[src/verilog/sspi_regs.svh]
// register map, field positions, reset values of the serial channel
`ifndef SSPI_REGS_SVH
`define SSPI_REGS_SVH
`define SSPI_DATA_OFS   8'h00
`define SSPI_MODE_OFS   8'h04
`define SSPI_STAT_OFS   8'h08
`define SSPI_TRIG_OFS   8'h0c
`define SSPI_BAUD_LSB   9
`define SSPI_MODE_ISRC  0
`define SSPI_MODE_TXEN  1
`define SSPI_MODE_DLEN  2
`define SSPI_MODE_DIR   3
`define SSPI_MODE_CKP   4
`define SSPI_MODE_DAP   5
`define SSPI_MODE_PLSB  8
`define SSPI_MODE_PMSB  11
`define SSPI_STAT_BUSY  0
`define SSPI_STAT_BFF   1
`define SSPI_STAT_OVF   2
`define SSPI_STAT_RUN   3
`define SSPI_TRIG_START 0
`define SSPI_TRIG_STOP  1
`define SSPI_MODE_RST   32'h0000_0006
`define SSPI_PRESC_W    15
`endif

[src/verilog/sspi_pkg.sv]
// types shared by the serial channel modules
package sspi_pkg;
  typedef enum logic {idle_st, shift_st} sspi_state_type;
endpackage : sspi_pkg

[src/verilog/sspi_div_if.sv]
// carrier between the channel core and its rate divider
interface sspi_div_if #(parameter int BAUD_W = 7);
  logic                run;
  logic [3:0]          presc;
  logic [BAUD_W-1:0]   baud;
  logic                tick;
  modport ctrl (output run, presc, baud, input tick);
  modport div  (input run, presc, baud, output tick);
endinterface : sspi_div_if

[src/verilog/sspi_baud_div.sv]
// prescaler and baud divisor producing half-period enable pulses
module sspi_baud_div #(
  parameter int PRE_W  = 15,
  parameter int BAUD_W = 7
) (
  input  wire logic pclk,     // system clock
  input  wire logic presetn,  // async reset, active low
  sspi_div_if.div   dv        // rate settings in, tick out
);
  logic [PRE_W-1:0]  pre_cnt_q;
  logic [BAUD_W-1:0] baud_cnt_q;
  logic [PRE_W-1:0]  pre_lim;
  logic              pre_tick;

  if (PRE_W < 15) begin : g_chk
    $error("prescaler too narrow for exponent 15");
  end

  // half period = 2**presc * (baud+1) clocks
  assign pre_lim  = PRE_W'((32'h1 << dv.presc) - 32'h1);
  assign pre_tick = (pre_cnt_q == pre_lim);
  assign dv.tick  = dv.run & pre_tick & (baud_cnt_q == dv.baud);

  // prescaler; restarts each frame so first half is full length
  always_ff @(posedge pclk or negedge presetn) begin
    if (!presetn) begin
      pre_cnt_q <= '0;
    end else if (!dv.run || pre_tick) begin
      pre_cnt_q <= '0;
    end else begin
      pre_cnt_q <= pre_cnt_q + 1'b1;
    end
  end

  // baud divisor counts prescaler pulses
  always_ff @(posedge pclk or negedge presetn) begin
    if (!presetn) begin
      baud_cnt_q <= '0;
    end else if (!dv.run) begin
      baud_cnt_q <= '0;
    end else if (pre_tick) begin
      if (baud_cnt_q == dv.baud) begin
        baud_cnt_q <= '0;
      end else begin
        baud_cnt_q <= baud_cnt_q + 1'b1;
      end
    end
  end
endmodule : sspi_baud_div

[src/verilog/sspi_channel.sv]
// serial master channel core with apb register slave
//
// Notes on behaviour
// - frames of seven or eight data bits
// - rate from clk/2 down to clk/(2*2^15*128)
// - clock polarity bit inverts serial clock
// - msb-first or lsb-first shifting
// - overrun is the only status error; unmapped access flags pslverr
// - single mode interrupts at transfer end
// - continuous mode interrupts on buffer empty
// - low data byte write starts frame
// - received byte read from data bits 7:0
// - write while buffer full overwrites pending
// - pending transmit byte reads back harmlessly
// - source select changeable before last bit
// - stop trigger leaves operating state
// - frame end raises transfer-end interrupt in single mode only
// - data phase picks lead half period
// - length field: 0 seven, 1 eight bits
// - data upper bits hold baud divisor
`include "sspi_regs.svh"
module sspi_channel #(
  parameter int BAUD_W = 7
) (
  input  wire logic        pclk,                 // system clock
  input  wire logic        presetn,              // async reset, low
  input  wire logic        psel,                 // apb select
  input  wire logic        penable,              // apb access phase
  input  wire logic        pwrite,               // apb direction
  input  wire logic [7:0]  paddr,                // apb byte address
  input  wire logic [31:0] pwdata,               // apb write data
  input  wire logic [3:0]  pstrb,                // apb byte strobes
  output logic      [31:0] prdata,               // apb read data
  output logic             pready,               // apb ready
  output logic             pslverr,              // unmapped address
  output logic             serial_clock_output,  // serial clock pin
  output logic             serial_data_output,   // serial data pin
  input  wire logic        serial_data_input,    // serial data in pin
  output logic             channel_irq           // one-cycle event
);
  sspi_pkg::sspi_state_type state_q;
  logic [7:0]        tx_q, rx_q, sh_q, sh_next, rx_byte, prdata_q;
  logic [BAUD_W-1:0] baud_q;
  logic [3:0]        presc_q, ph_q, last_ph;
  logic [2:0]        top_idx;
  logic isrc_q, txen_q, dlen_q, dir_q, ckp_q, dap_q;
  logic bff_q, ovf_q, unread_q, run_q, rxbit_q, irq_q;
  logic sck_q, sdo_q, sdi_s1_q, sdi_s2_q, tick;
  logic setup, acc, wr, rd, hit, wr_data_lo, stop_wr;
  logic load, frame_done, rd_rx, ovf_clr;

  sspi_div_if #(.BAUD_W(BAUD_W)) div_bus ();

  if (BAUD_W < 1 || BAUD_W > 7) begin : g_chk
    $error("baud divisor must fit data bits 15:9");
  end

  // apb decode; zero wait states, errors on unmapped words
  assign setup   = psel & ~penable;
  assign acc     = psel & penable;
  assign wr      = acc & pwrite;
  assign rd      = acc & ~pwrite;
  assign hit     = (paddr == `SSPI_DATA_OFS) | (paddr == `SSPI_MODE_OFS) |
                   (paddr == `SSPI_STAT_OFS) | (paddr == `SSPI_TRIG_OFS);
  assign pready  = 1'b1;
  assign pslverr = acc & ~hit;
  assign wr_data_lo = wr & (paddr == `SSPI_DATA_OFS) & pstrb[0];
  assign stop_wr = wr & (paddr == `SSPI_TRIG_OFS) & pstrb[0] &
                   pwdata[`SSPI_TRIG_STOP];
  assign ovf_clr = wr & (paddr == `SSPI_STAT_OFS) & pstrb[0] &
                   pwdata[`SSPI_STAT_OVF];
  // a read of the receive byte only counts while nothing is pending
  assign rd_rx   = rd & (paddr == `SSPI_DATA_OFS) & ~bff_q;

  // frame geometry
  assign top_idx = dlen_q ? 3'h7 : 3'h6;
  assign last_ph = dlen_q ? 4'hf : 4'hd;
  assign frame_done = (state_q == sspi_pkg::shift_st) & tick &
                      (ph_q == last_ph);
  // start from idle, or chain straight on when a byte waits
  assign load = run_q & bff_q & ~stop_wr &
                ((state_q == sspi_pkg::idle_st) | frame_done);

  // next shift value, received bit enters at the far end
  always_comb begin
    sh_next = dir_q ? (sh_q >> 1) : (sh_q << 1);
    if (dir_q) begin
      sh_next[top_idx] = rxbit_q;
    end else begin
      sh_next[0] = rxbit_q;
    end
    rx_byte = {dlen_q & sh_next[7], sh_next[6:0]};
  end

  // rate divider runs only while a frame shifts
  assign div_bus.run   = (state_q == sspi_pkg::shift_st);
  assign div_bus.presc = presc_q;
  assign div_bus.baud  = baud_q;
  assign tick          = div_bus.tick;

  sspi_baud_div #(.PRE_W(`SSPI_PRESC_W), .BAUD_W(BAUD_W)) u_div (
    .pclk    (pclk),
    .presetn (presetn),
    .dv      (div_bus.div)
  );

  // configuration registers
  always_ff @(posedge pclk or negedge presetn) begin
    if (!presetn) begin
      {dap_q, ckp_q, dir_q, dlen_q, txen_q, isrc_q} <= 6'h06;
      presc_q <= 4'h0;
      baud_q  <= '0;
    end else begin
      // source select may change mid-run; sampled at each event
      if (wr && paddr == `SSPI_MODE_OFS && pstrb[0]) begin
        isrc_q <= pwdata[`SSPI_MODE_ISRC];
        txen_q <= pwdata[`SSPI_MODE_TXEN];
        dlen_q <= pwdata[`SSPI_MODE_DLEN];
        dir_q  <= pwdata[`SSPI_MODE_DIR];
        ckp_q  <= pwdata[`SSPI_MODE_CKP];
        dap_q  <= pwdata[`SSPI_MODE_DAP];
      end
      if (wr && paddr == `SSPI_MODE_OFS && pstrb[1]) begin
        presc_q <= pwdata[`SSPI_MODE_PMSB:`SSPI_MODE_PLSB];
      end
      if (wr && paddr == `SSPI_DATA_OFS && pstrb[1]) begin
        baud_q <= pwdata[`SSPI_BAUD_LSB +: BAUD_W];
      end
    end
  end

  // operating state: start and stop triggers
  always_ff @(posedge pclk or negedge presetn) begin
    if (!presetn) begin
      run_q <= 1'b0;
    end else if (stop_wr) begin
      run_q <= 1'b0;
    end else if (wr && paddr == `SSPI_TRIG_OFS && pstrb[0] &&
                 pwdata[`SSPI_TRIG_START]) begin
      run_q <= 1'b1;
    end
  end

  // transmit buffer; a new write simply replaces a pending byte
  always_ff @(posedge pclk or negedge presetn) begin
    if (!presetn) begin
      tx_q  <= 8'h00;
      bff_q <= 1'b0;
    end else if (stop_wr) begin
      bff_q <= 1'b0;
    end else if (wr_data_lo && run_q) begin
      tx_q  <= pwdata[7:0];
      bff_q <= 1'b1;
    end else if (load) begin
      bff_q <= 1'b0;
    end
  end

  // shifter; sample at end of even halves, shift at end of odd ones
  always_ff @(posedge pclk or negedge presetn) begin
    if (!presetn) begin
      state_q <= sspi_pkg::idle_st;
      ph_q    <= 4'h0;
      sh_q    <= 8'h00;
      rxbit_q <= 1'b0;
    end else if (stop_wr) begin
      state_q <= sspi_pkg::idle_st;
      ph_q    <= 4'h0;
    end else begin
      case (state_q)
        sspi_pkg::idle_st: begin
          if (load) begin
            state_q <= sspi_pkg::shift_st;
            ph_q    <= 4'h0;
            sh_q    <= tx_q;
          end
        end
        sspi_pkg::shift_st: begin
          if (tick) begin
            ph_q <= ph_q + 4'h1;
            if (!ph_q[0]) begin
              rxbit_q <= sdi_s2_q;
            end else if (frame_done && load) begin
              ph_q <= 4'h0;
              sh_q <= tx_q;
            end else if (frame_done) begin
              state_q <= sspi_pkg::idle_st;
              ph_q    <= 4'h0;
              sh_q    <= sh_next;
            end else begin
              sh_q <= sh_next;
            end
          end
        end
        default: state_q <= sspi_pkg::idle_st;
      endcase
    end
  end

  // receive byte, unread marker and overrun; set wins over clear
  always_ff @(posedge pclk or negedge presetn) begin
    if (!presetn) begin
      rx_q     <= 8'h00;
      unread_q <= 1'b0;
      ovf_q    <= 1'b0;
    end else begin
      if (frame_done) begin
        rx_q     <= rx_byte;
        unread_q <= 1'b1;
      end else if (rd_rx) begin
        unread_q <= 1'b0;
      end
      if (frame_done && unread_q && !rd_rx) begin
        ovf_q <= 1'b1;
      end else if (ovf_clr) begin
        ovf_q <= 1'b0;
      end
    end
  end

  // one interrupt event; source bit read at the moment it fires
  always_ff @(posedge pclk or negedge presetn) begin
    if (!presetn) begin
      irq_q <= 1'b0;
    end else begin
      irq_q <= (load & isrc_q) |
               (frame_done & ~isrc_q);
    end
  end
  assign channel_irq = irq_q;

  // pins; both delayed by the same flop so they stay aligned
  always_ff @(posedge pclk or negedge presetn) begin
    if (!presetn) begin
      sck_q <= 1'b1;
      sdo_q <= 1'b1;
    end else if (state_q == sspi_pkg::shift_st) begin
      sck_q <= (ph_q[0] ^ ~dap_q) ? ckp_q : ~ckp_q;
      sdo_q <= txen_q ? (dir_q ? sh_q[0] : sh_q[top_idx])
                      : ~ckp_q;
    end else begin
      sck_q <= ~ckp_q;
      sdo_q <= ~ckp_q;
    end
  end
  assign serial_clock_output = sck_q;
  assign serial_data_output  = sdo_q;

  // input synchroniser; the first stage feeds only the second
  always_ff @(posedge pclk or negedge presetn) begin
    if (!presetn) begin
      sdi_s1_q <= 1'b0;
      sdi_s2_q <= 1'b0;
    end else begin
      sdi_s1_q <= serial_data_input;
      sdi_s2_q <= sdi_s1_q;
    end
  end

  // read data captured in the setup phase
  always_ff @(posedge pclk or negedge presetn) begin
    if (!presetn) begin
      prdata_q <= 8'h00;
    end else if (setup && !pwrite) begin
      case (paddr)
        `SSPI_DATA_OFS: prdata_q <= bff_q ? tx_q : rx_q;
        default:        prdata_q <= 8'h00;
      endcase
    end
  end
  logic [31:0] rd_word_q;
  always_ff @(posedge pclk or negedge presetn) begin
    if (!presetn) begin
      rd_word_q <= 32'h0000_0000;
    end else if (setup && !pwrite) begin
      case (paddr)
        `SSPI_DATA_OFS: rd_word_q <= 32'(baud_q) << `SSPI_BAUD_LSB;
        `SSPI_MODE_OFS: rd_word_q <= {20'h00000, presc_q, 2'h0, dap_q,
                                      ckp_q, dir_q, dlen_q, txen_q, isrc_q};
        `SSPI_STAT_OFS: rd_word_q <= {28'h0000000, run_q, ovf_q, bff_q,
                                      state_q == sspi_pkg::shift_st};
        default:        rd_word_q <= 32'h0000_0000;
      endcase
    end
  end
  assign prdata[31:0] = rd_word_q | {24'h000000, prdata_q};
endmodule : sspi_channel

[config.mk]
export PLATFORM = sky130hd
export DESIGN_NAME = sspi_channel
export DESIGN_NICKNAME = d
export VERILOG_FILES = /design/src/verilog/sspi_pkg.sv /design/src/verilog/sspi_div_if.sv /design/src/verilog/sspi_baud_div.sv /design/src/verilog/sspi_channel.sv
export VERILOG_INCLUDE_DIRS = /design/src /design/src/verilog
export SDC_FILE = /design/constraint.sdc
export NUM_CORES = 1
export LEC_CHECK = 0
export BUFFER_PORTS_ARGS = -buffer_cell sky130_fd_sc_hd__buf_2
export CORE_ASPECT_RATIO = 1.75
export CORE_MARGIN = 3
export CORE_UTILIZATION = 62
export CTS_BUF_LIST = sky130_fd_sc_hd__clkbuf_16
export DETAILED_ROUTE_END_ITERATION = 10
export PLACE_DENSITY_LB_ADDON = 0.15
export SETUP_SLACK_MARGIN = 0.4
export SLEW_MARGIN = 10
export SYNTH_ARGS = -nofsm -noshare
export SYNTH_HDL_FRONTEND = slang
export SYNTH_HIERARCHICAL = 1
export SYNTH_SLANG_ARGS = --single-unit
[constraint.sdc]
create_clock -name pclk -period 11.7 [get_ports pclk]
set_input_delay 3.51 -clock pclk [delete_from_list [all_inputs] [get_ports pclk]]
set_output_delay 3.51 -clock pclk [all_outputs]
set_load 0.005 [all_outputs]
==> summary.txt, run 1 <==
status = complete, no violations
Arrival @ worst endpoint = 4.27 ns
count leader, synth = dfrtp_1
clock transition at the registers of the reported paths = 0.06 ns
HPWL after detailed placement = 8650 µm
Crit. Startpoint = paddr[5]
via count = 4103
clk sink count = 100
Clock Root Buffer = clkbuf_16
Post-Route WL = 11900 µm
Reg-to-Reg Start = div_bus.presc[3]$_DFFE_PN0P_
startpoint types = input pin
cts bufs inserted = 9
fraction of layout cells with a size suffix above 1 = 21.8%
diodes inserted = 0
Synth cell types = 77
initial DRC count = 222
Total Nets Final = 627
CP Class = input pin to output port
final std cells w/o fill = 695
Power Density = 159 mW/mm²
vias in the first global route = 4094
Async SR Flop Fraction = 100%
post-synth top area share = 42.5%
Initial DRT Pass Iterations = 5
GP Congestion = 0.847
crit-path max FO = 4
Max-Slew Margin vs Limit = 28.4%
Core Rows = 45
Final Cycle Share = 66.5%
CTS tree = done
r2r setup slk = 6.70 ns
post-synthesis sequential area ratio = 44.3%
first-pass GRT wire length = 19900 µm
wire per inst = 17.1 µm
gr usage total = 24.2%
Required @ worst endpoint = 8.19 ns
dominant cells by area after synthesis = dfrtp_1, nand2_1, mux2i_1, buf_4, mux2_2
Die Wd = 78.2 µm
Die H = 132 µm
IO buf count = 51
commonest cells in the netlist = dfrtp_1, nand2_1, nor2_1
Syn Inst Count = 553
Resized cells post-CTS = 0
syn_area_per_cell = 10.2 µm²
DRC viols = 0
Clk Latency, worst-skew pair = 0.34 ns
RSZ-0062 raised after global routing = false
peak supply drop = 0.115 mV
Setup Skew = 0.00766 ns
CTS H-tree lvls = 3
setup TNS = 0 ns
Mapped Area = 0.00566 mm²
Initial Util = 64.4%
Hold WC Path Type = flip-flop to flip-flop
vias per std cell = 5.90
I/O pins = 87
top cell type by total area after synthesis = dfrtp_1
critical path capture point type = output port
crit path time final = 7.78 ns
worst flop-to-flop path endpoint = sh_q[6]$_DFFE_PN0P_
DIE AREA = 0.0104 mm²
Final Setup Violations = 0
number of flops mapped to enable cells by yosys = 0
Max-Cap Viols = 0
Post-CTS Setup Inserts = 0
Max Buffers Root-to-Sink = 2
total grt overflow = 0
CTS Hold Buffers Added = 0
prevailing post-synth register cell = dfrtp_1
largest net degree at the start of global routing = 79
fmax = 0.129 GHz
Slew @ Worst Pin = 1.07 ns
Worst Hold Launch = sdi_s1_q$_DFF_PN0_
worst reg-to-reg path cell count = 14
final slew viol count = 0
CP endpoint = pslverr
initial antenna violation count = 0
synthesized flop and latch total = 100
Placeable Area = 0.00878 mm²
placed cells = 679
post-route ant nets = 0
Final Hold Fails = 0
Leakage = 0.00281 µW
YS warnings = 6
Layout area overhead = 5.73%
## cell type report
| cell class | count | area (µm²) |
|---|---|---|
| inverters | 6 | 22.5 |
| clock inverters | 7 | 58.8 |
| flip-flops and latches | 100 | 2510 |
| repair buffers | 53 | 273 |
| well taps | 117 | 146 |
| clock buffers | 9 | 225 |
| fillers | 736 | 2800 |
| multi-input cells | 403 | 2750 |
## where the power goes
group,internal (µW),switching (µW),total [µW]
combinational,92.4,133,226
sequential,388,52.2,440
clock,163,121,284
## critical path, stage by stage
cell and delay (ns):
buf_2 0.11, nor4_4 0.39, a21oi_1 0.12, buf_2 0.14
## metal layers
layer  GRT usage (%)  up-vias  part of all wire [%]
met5               0        -                     0
met2            44.3       92                    56
met1            27.4     2042                    38
met4            9.44        0                   2.2
met3            4.10       19                   3.5
li1                -     1950                     -
## cells in the final DEF, fill, tap and decap left out, types with 4 or more instances in the layout
cell type / synthesis / layout
dfrtp_1: 96 / 96
nand2_1: 64 / 64
buf_2: 7 / 50
nor2_1: 41 / 41
o21ai_0: 25 / 25
mux2i_1: 22 / 22
nand3_1: 19 / 19
xnor2_1: 18 / 18
conb_1: 2 / 17
mux2_2: 15 / 15
a21oi_1: 13 / 13
xor2_1: 11 / 11
clkbuf_16: 0 / 9
or2_2: 8 / 8
mux2_4: 8 / 8
nor4b_1: 8 / 8
inv_1: 6 / 7
o21ai_1: 7 / 7
nor2b_1: 6 / 6
nor3_1: 6 / 6
and2_1: 5 / 5
nand4_1: 5 / 5
and3_1: 5 / 5
a21o_1: 5 / 5
a21o_2: 5 / 5
a22oi_1: 5 / 5
o31ai_1: 5 / 5
nand3b_1: 4 / 4
a22o_1: 4 / 4
mux2_1: 4 / 4
ha_1: 4 / 4
dfstp_2: 4 / 4
a32o_1: 4 / 4
## through the flow
step           hold slack [ns]  worst slack [ns]  utilization (%)  total power (µW)  cell area [µm²]
2_1_floorplan            0.331              4.20                -               631             5710
3_3_place_gp             0.340              3.93             64.9               656             5700
3_5_place_dp             0.344              3.92             64.9               669             5700
4_1_cts                  0.359              3.92             68.1               953             5980
5_1_grt                  0.362              3.89             68.1              1000             5980
6_report                 0.354              3.92             68.1               949             5980
## worst min path at each step
stage | to | slack, ns | depth (start not counted)
floorplan | sdi_s2_q$_DFF_PN0_ | 0.33 | 0
global placement | sdi_s2_q$_DFF_PN0_ | 0.34 | 0
detailed placement | sdi_s2_q$_DFF_PN0_ | 0.34 | 0
CTS | sdi_s2_q$_DFF_PN0_ | 0.36 | 0
global route | sdi_s2_q$_DFF_PN0_ | 0.36 | 0
finish | sdi_s2_q$_DFF_PN0_ | 0.35 | 0
## cell families after synthesis
kind of cell               share of synthesized area (%)
and+or+nand+nor                                     19.3
AOI/OAI and AO/OA                                   13.0
DFF                                                 44.3
buffers and inverters                               8.10
muxes                                               9.80
xor gates and xnor gates                            4.49
adders and majority gates                          0.885
other                                              0.133
## flip-flops by register name (all words and copies together) (netlist names), 4 cells and up
signal            flops
sh_q                  8
rd_word_q            14
div_bus.presc         4
ph_q                  4
prdata_q              8
u_div/pre_cnt_q      15
rx_q                  8
tx_q                  8
baud_q                7
u_div/baud_cnt_q      7
No activity file was read; power rests on OpenSTA's default activity.
==> run 2, diff against run 1 <==
--- a/config.mk
+++ b/config.mk
@@ -6,10 +6,11 @@
 export SDC_FILE = /design/constraint.sdc
 export NUM_CORES = 1
 export LEC_CHECK = 0
+export ABC_AREA = 1
 export BUFFER_PORTS_ARGS = -buffer_cell sky130_fd_sc_hd__buf_2
 export CORE_ASPECT_RATIO = 1.75
 export CORE_MARGIN = 3
-export CORE_UTILIZATION = 62
+export CORE_UTILIZATION = 58
 export CTS_BUF_LIST = sky130_fd_sc_hd__clkbuf_16
 export DETAILED_ROUTE_END_ITERATION = 10
 export PLACE_DENSITY_LB_ADDON = 0.15
==> constraint.sdc (replaced) <==
create_clock -name pclk -period 8.1 [get_ports pclk]
set_input_delay 2.43 -clock pclk [delete_from_list [all_inputs] [get_ports pclk]]
set_output_delay 2.43 -clock pclk [all_outputs]
set_load 0.005 [all_outputs]
==> summary.txt, run 2 <==
HPWL after detailed placement = 10900 µm
Placeable Area = 0.00991 mm²
DIE AREA = 0.0115 mm²
post-synthesis compound-gate area fraction = 8.64%
synthesized flop and latch total = 100
Leakage = 0.00328 µW
Setup Skew = 0.00575 ns
Hold WC Path Type = flip-flop to flip-flop
crit-path max FO = 4
Largest register FFs = 15
post-synthesis sequential area ratio = 42.3%
r2r setup slk = 3.50 ns
diodes inserted = 0
GP Congestion = 0.900
Synth cell types = 47
Die Wd = 82.4 µm
top flop regs = u_div/pre_cnt_q (15), rd_word_q (14)
commonest non-fill, non-tap cells in the layout = nand2_1, dfrtp_1, inv_1
Synth Area in Simple Gates = 32.3%
pre-CTS setup slack = 2.58 ns
Largest Register = u_div/pre_cnt_q
top cell type by total area after synthesis = dfrtp_1
Core Rows = 48
number of flops mapped to enable cells by yosys = 0
Initial Util = 59.8%
most common cell after layout, fill and taps aside = nand2_1
Final Setup Violations = 0
worst reg-to-reg path cell count = 19
worst flop-to-flop path endpoint = sh_q[6]$_DFFE_PN0P_
Worst Hold Endpoint = sdi_s2_q$_DFF_PN0_
I/O pins = 87
register area = 0.00251 mm²
Worst Hold Launch = sdi_s1_q$_DFF_PN0_
Switch Pwr = 292 µW
XOR/XNOR Fraction of Synth Area = 4.14%
cts bufs inserted = 9
fill count = 923
count leader, synth = nand2_1
prevailing post-synth register cell = dfrtp_1
final core utilization = 63.9%
first-pass GRT wire length = 23300 µm
gr usage total = 26.4%
Reg-to-Reg Start = div_bus.presc[3]$_DFFE_PN0P_
Syn Inst Count = 754
Final Hold Fails = 0
Required @ worst endpoint = 5.67 ns
Final Cycle Share = 68.2%
Max Buffers Root-to-Sink = 2
Power Density = 173 mW/mm²
post-route ant nets = 0
post-synth top area share = 40.5%
Max-Slew Margin vs Limit = 42.2%
Total Nets Final = 836
Die H = 140 µm
hold depth = 0
DRC viols = 0
crit path time final = 5.52 ns
CTS H-tree lvls = 3
peak supply drop = 0.158 mV
RSZ-0062 raised after global routing = false
CTS tree = done
Post-Route WL = 14300 µm
Max-Cap Viols = 0
CTS Hold Buffers Added = 0
Slew @ Worst Pin = 0.867 ns
Post-CTS Setup Inserts = 0
combinational share of power = 11.9%
YS warnings = 6
initial antenna violation count = 0
setup TNS = 0 ns
Arrival @ worst endpoint = 3.09 ns
adder-cell share of the synthesized area = 0.845%
initial DRC count = 340
vias in the first global route = 5026
startpoint types = input pin
clock transition at the registers of the reported paths = 0.06 ns
via count = 4968
critical path capture point type = output port
Net Sw Frac = 26.6%
IO buf count = 51
Reg power frac = 49.8%
dominant cells by area after synthesis = dfrtp_1, nand2_1, inv_1, nor2_1, buf_4
Final WS setup = 2.58 ns
fmax = 0.181 GHz
mux contribution to synthesized area = 0%
fraction of layout cells with a size suffix above 1 = 17.7%
syn_area_per_cell = 7.86 µm²
largest family of logic cells by synthesized area = simple AND/OR/NAND/NOR gates
worst hold slack = 0.350 ns
Async SR Flop Fraction = 100%
clk sink count = 100
Layout area overhead = 6.90%
Initial DRT Pass Iterations = 5
Clock Root Buffer = clkbuf_16
final slew viol count = 0
Resized cells post-CTS = 0
Clk Latency, worst-skew pair = 0.34 ns
Clock power frac = 38.3%
status = complete, no violations
commonest cells in the netlist = nand2_1, dfrtp_1, inv_1
vias per std cell = 5.45
Mapped Area = 0.00593 mm²
CP Class = input pin to output port
multi-input logic area = 0.00279 mm²
total grt overflow = 0
Int Pwr = 806 µW
wire per inst = 15.7 µm
largest net degree at the start of global routing = 71
## run 2: changes by cell type after synthesis, moves of 8 or more
cell,before,now
nor2_2,1,17
nand2_1,64,224
mux2_2,15,0
nor4b_1,8,0
nand4_1,5,16
nand3_2,0,9
o22ai_1,0,9
nand3_1,19,38
mux2i_1,22,0
xnor2_1,18,10
o31ai_2,0,8
nor2_1,41,64
inv_1,6,77
mux2_4,8,0
## run 2: routing by layer
layer  share of wire [%]  global-route usage [%]  vias up
li1                    -                       -     2413
met1                  36                    27.7     2361
met2                  56                    48.0      146
met3                 3.6                    3.89       48
met4                 4.6                    14.7        0
met5                   0                       0        -
## run 2: worst max path at each step
| stage | from | endpoint | slack [ns] | cells after the start |
|---|---|---|---|---|
| CTS | paddr[4] | pslverr | 2.58 | 8 |
| floorplan | paddr[5] | pslverr | 2.85 | 6 |
| finish | paddr[5] | pslverr | 2.58 | 8 |
| global placement | paddr[4] | pslverr | 2.61 | 8 |
| detailed placement | paddr[4] | pslverr | 2.58 | 8 |
| global route | paddr[4] | pslverr | 2.51 | 8 |
## run 2: cells by family after synthesis
family,Yosys count
and+or+nand+nor,405
buffers and inverters,135
DFF,100
AOI/OAI and AO/OA,80
xor gates and xnor gates,28
adders and majority gates,4
other,2
## run 2: layout make-up
class / instances / area share [%]
flip-flops and latches: 100 / 39.6
inverters: 84 / 5.02
clock inverters: 7 / 1.07
repair buffers: 53 / 4.31
multi-input cells: 534 / 44.0
well taps: 125 / 2.47
clock buffers: 9 / 3.56
## run 2: worst max-delay path, stage by stage
cell and delay [ns]:
buf_2 0.09, nor2_1 0.09, nand2_1 0.11, inv_2 0.10, nand2_1 0.06, nand3_1 0.06
inv_1 0.04, buf_2 0.12
## run 2: through the flow
step / cell area (µm²) / total power (µW) / std cells
after floorplan: 5980 / 647 / 769
after global placement: 6040 / 683 / 896
after detailed placement: 6040 / 686 / 896
after CTS: 6330 / 1110 / 912
after global routing: 6330 / 1150 / 912
final: 6330 / 1100 / 912
## run 2: power by group through the flow
stage          registers [µW]  logic [µW]  clock network, µW
4_1_cts                   547         131                429
5_1_grt                   550         150                447
6_report                  546         131                421
2_1_floorplan             545         102                  0
3_3_place_gp              556         127                  0
3_5_place_dp              556         130                  0
==> run 3, diff against run 2 <==
--- a/config.mk
+++ b/config.mk
@@ -10,7 +10,7 @@
 export BUFFER_PORTS_ARGS = -buffer_cell sky130_fd_sc_hd__buf_2
 export CORE_ASPECT_RATIO = 1.75
 export CORE_MARGIN = 3
-export CORE_UTILIZATION = 58
+export CORE_UTILIZATION = 52
 export CTS_BUF_LIST = sky130_fd_sc_hd__clkbuf_16
 export DETAILED_ROUTE_END_ITERATION = 10
 export PLACE_DENSITY_LB_ADDON = 0.15
==> constraint.sdc (replaced) <==
create_clock -name pclk -period 4.77 [get_ports pclk]
set_input_delay 1.431 -clock pclk [delete_from_list [all_inputs] [get_ports pclk]]
set_output_delay 1.431 -clock pclk [all_outputs]
set_load 0.005 [all_outputs]
==> summary.txt, run 3 (synthesis results as in run 2) <==
status = complete, no violations
fmax = 0.249 GHz
cts bufs inserted = 9
commonest non-fill, non-tap cells in the layout = nand2_1, dfrtp_1, inv_1
r2r setup slk = 0.76 ns
Final Cycle Share = 84.1%
CTS tree = done
hold depth = 0
Layout area overhead = 7.22%
Resized cells post-CTS = 0
combinational share of power = 11.9%
Die H = 147 µm
Crit. Startpoint = div_bus.presc[3]$_DFFE_PN0P_
Post-CTS Setup Inserts = 0
Max Buffers Root-to-Sink = 2
Power Density = 292 mW/mm²
Die Wd = 86.7 µm
CTS H-tree lvls = 3
top flop regs = u_div/pre_cnt_q (15), rd_word_q (14)
Required @ worst endpoint = 5.02 ns
Largest Register = u_div/pre_cnt_q
clk sink count = 100
Hold WC Path Type = flip-flop to flip-flop
Placeable Area = 0.0111 mm²
via count = 4941
initial DRC count = 251
Clock Root Buffer = clkbuf_16
largest net degree at the start of global routing = 82
Max-Slew Margin vs Limit = 31.8%
post-route ant nets = 0
fill count = 1057
crit path time final = 4.01 ns
I/O pins = 87
Net Sw Frac = 28.6%
crit-path max FO = 13
gr usage total = 24.2%
Max-Cap Viols = 0
CP Cell Sequence = nor2_2 > nand3_1 > ha_1 > or2_2 > nand3_1 > nand2_1 > nand3b_1 > nor2_2 > nand3_1 > nor2_1 > nand3_1 > nor2_1 > nand2_1 > nand2_1 > nand4_4 > buf_4 > nand3_2 > nand2_1 > nand2_1 > nand2_1
pre-CTS setup slack = 0.741 ns
initial antenna violation count = 0
DIE AREA = 0.0128 mm²
IO buf count = 51
first-pass GRT wire length = 24300 µm
GP Congestion = 0.947
M1 GR Usage = 26.2%
Final Hold Fails = 0
met3 Usage GRT = 3.37%
Initial Util = 53.4%
Clk Latency, worst-skew pair = 0.35 ns
final std cells w/o fill = 922
HPWL after detailed placement = 11100 µm
Largest stage delay, worst path = 0.55 ns
CP Class = flip-flop to flip-flop
Core Rows = 51
Top Usage Layer GRT = met2
startpoint types = flip-flop
Reg power frac = 50.1%
critical path capture point type = flip-flop
placed cells = 906
worst reg-to-reg path cell count = 20
Switch Pwr = 531 µW
Slowest-stage cell, CP = dfrtp_1
Final Setup Violations = 0
Worst Hold Endpoint = sdi_s2_q$_DFF_PN0_
register area = 0.00251 mm²
Arrival @ worst endpoint = 4.26 ns
peak supply drop = 0.227 mV
vias in the first global route = 4999
CTS Hold Buffers Added = 0
Total Nets Final = 839
setup TNS = 0 ns
vias per std cell = 5.36
Final WS setup = 0.759 ns
final core utilization = 57.2%
Worst Hold Launch = sdi_s1_q$_DFF_PN0_
final slew viol count = 0
Setup Skew = 0.0107 ns
Post-Route WL = 14500 µm
Reg-to-Reg Start = div_bus.presc[3]$_DFFE_PN0P_
diodes inserted = 0
DRC viols = 0
fraction of layout cells with a size suffix above 1 = 18.1%
RSZ-0062 raised after global routing = false
multi-input logic area = 0.00279 mm²
Slew @ Worst Pin = 1.02 ns
Int Pwr = 1330 µW
most common cell after layout, fill and taps aside = nand2_1
most used cell, CP = nand2_1
total power = 1860 µW
total grt overflow = 0
Largest register FFs = 15
Leakage = 0.00330 µW
worst flop-to-flop path endpoint = sh_q[2]$_DFFE_PN0P_
Initial DRT Pass Iterations = 7
Clock power frac = 38.0%
clock transition at the registers of the reported paths = 0.07 ns
met2 usage = 44.2%
wire per inst = 15.8 µm
==> run 3: changes by cell type in the layout (fill, tap and decap cells not counted), sizes merged <==
cell,before,now
buf,53,56
bufinv,1,0
clkinv,5,3
clkinvlp,2,1
inv,83,87
==> run 3: power by group through the flow <==
| stage | registers [µW] | clock network [µW] | logic (µW) |
|---|---|---|---|
| after global routing | 937 | 753 | 260 |
| after floorplan | 926 | 0 | 173 |
| after CTS | 930 | 720 | 224 |
| after detailed placement | 946 | 0 | 223 |
| after global placement | 945 | 0 | 220 |
| final | 930 | 705 | 222 |
==> run 3: metal layers <==
| layer | wire length [µm] | up-vias |
|---|---|---|
| met1 | 5380 | 2351 |
| met5 | 0 | - |
| met2 | 8020 | 130 |
| met4 | 593 | 0 |
| li1 | - | 2419 |
| met3 | 554 | 41 |
==> run 3: worst max-delay path by stage <==
stage                                to  depth (start not counted)
floorplan                       pslverr                          6
global placement    rx_q[3]$_DFFE_PN0P_                         17
detailed placement    ovf_q$_DFFE_PN0P_                         17
CTS                   ovf_q$_DFFE_PN0P_                         17
global route          ovf_q$_DFFE_PN0P_                         20
finish              sh_q[2]$_DFFE_PN0P_                         20
==> run 3: critical path: cells and delay by family (launching register included) <==
kind	cells	cell delay (ns)
AND/OR/NAND/NOR	18	2.84
flip-flops	1	0.55
adder cells (fa/ha/maj)	1	0.28
buffers and inverters	1	0.22
==> run 3: through the flow <==
step,hold slack [ns],area (µm²)
after floorplan,0.331,5980
after global placement,0.332,6070
after detailed placement,0.337,6070
after CTS,0.353,6350
after global routing,0.374,6350
final,0.352,6350
==> run 3: cell type report <==
class / instances / area share [%]
well taps: 132 / 2.60
clock buffers: 9 / 3.54
repair buffers: 56 / 4.65
inverters: 84 / 5.00
flip-flops and latches: 100 / 39.5
clock inverters: 7 / 0.866
multi-input cells: 534 / 43.9
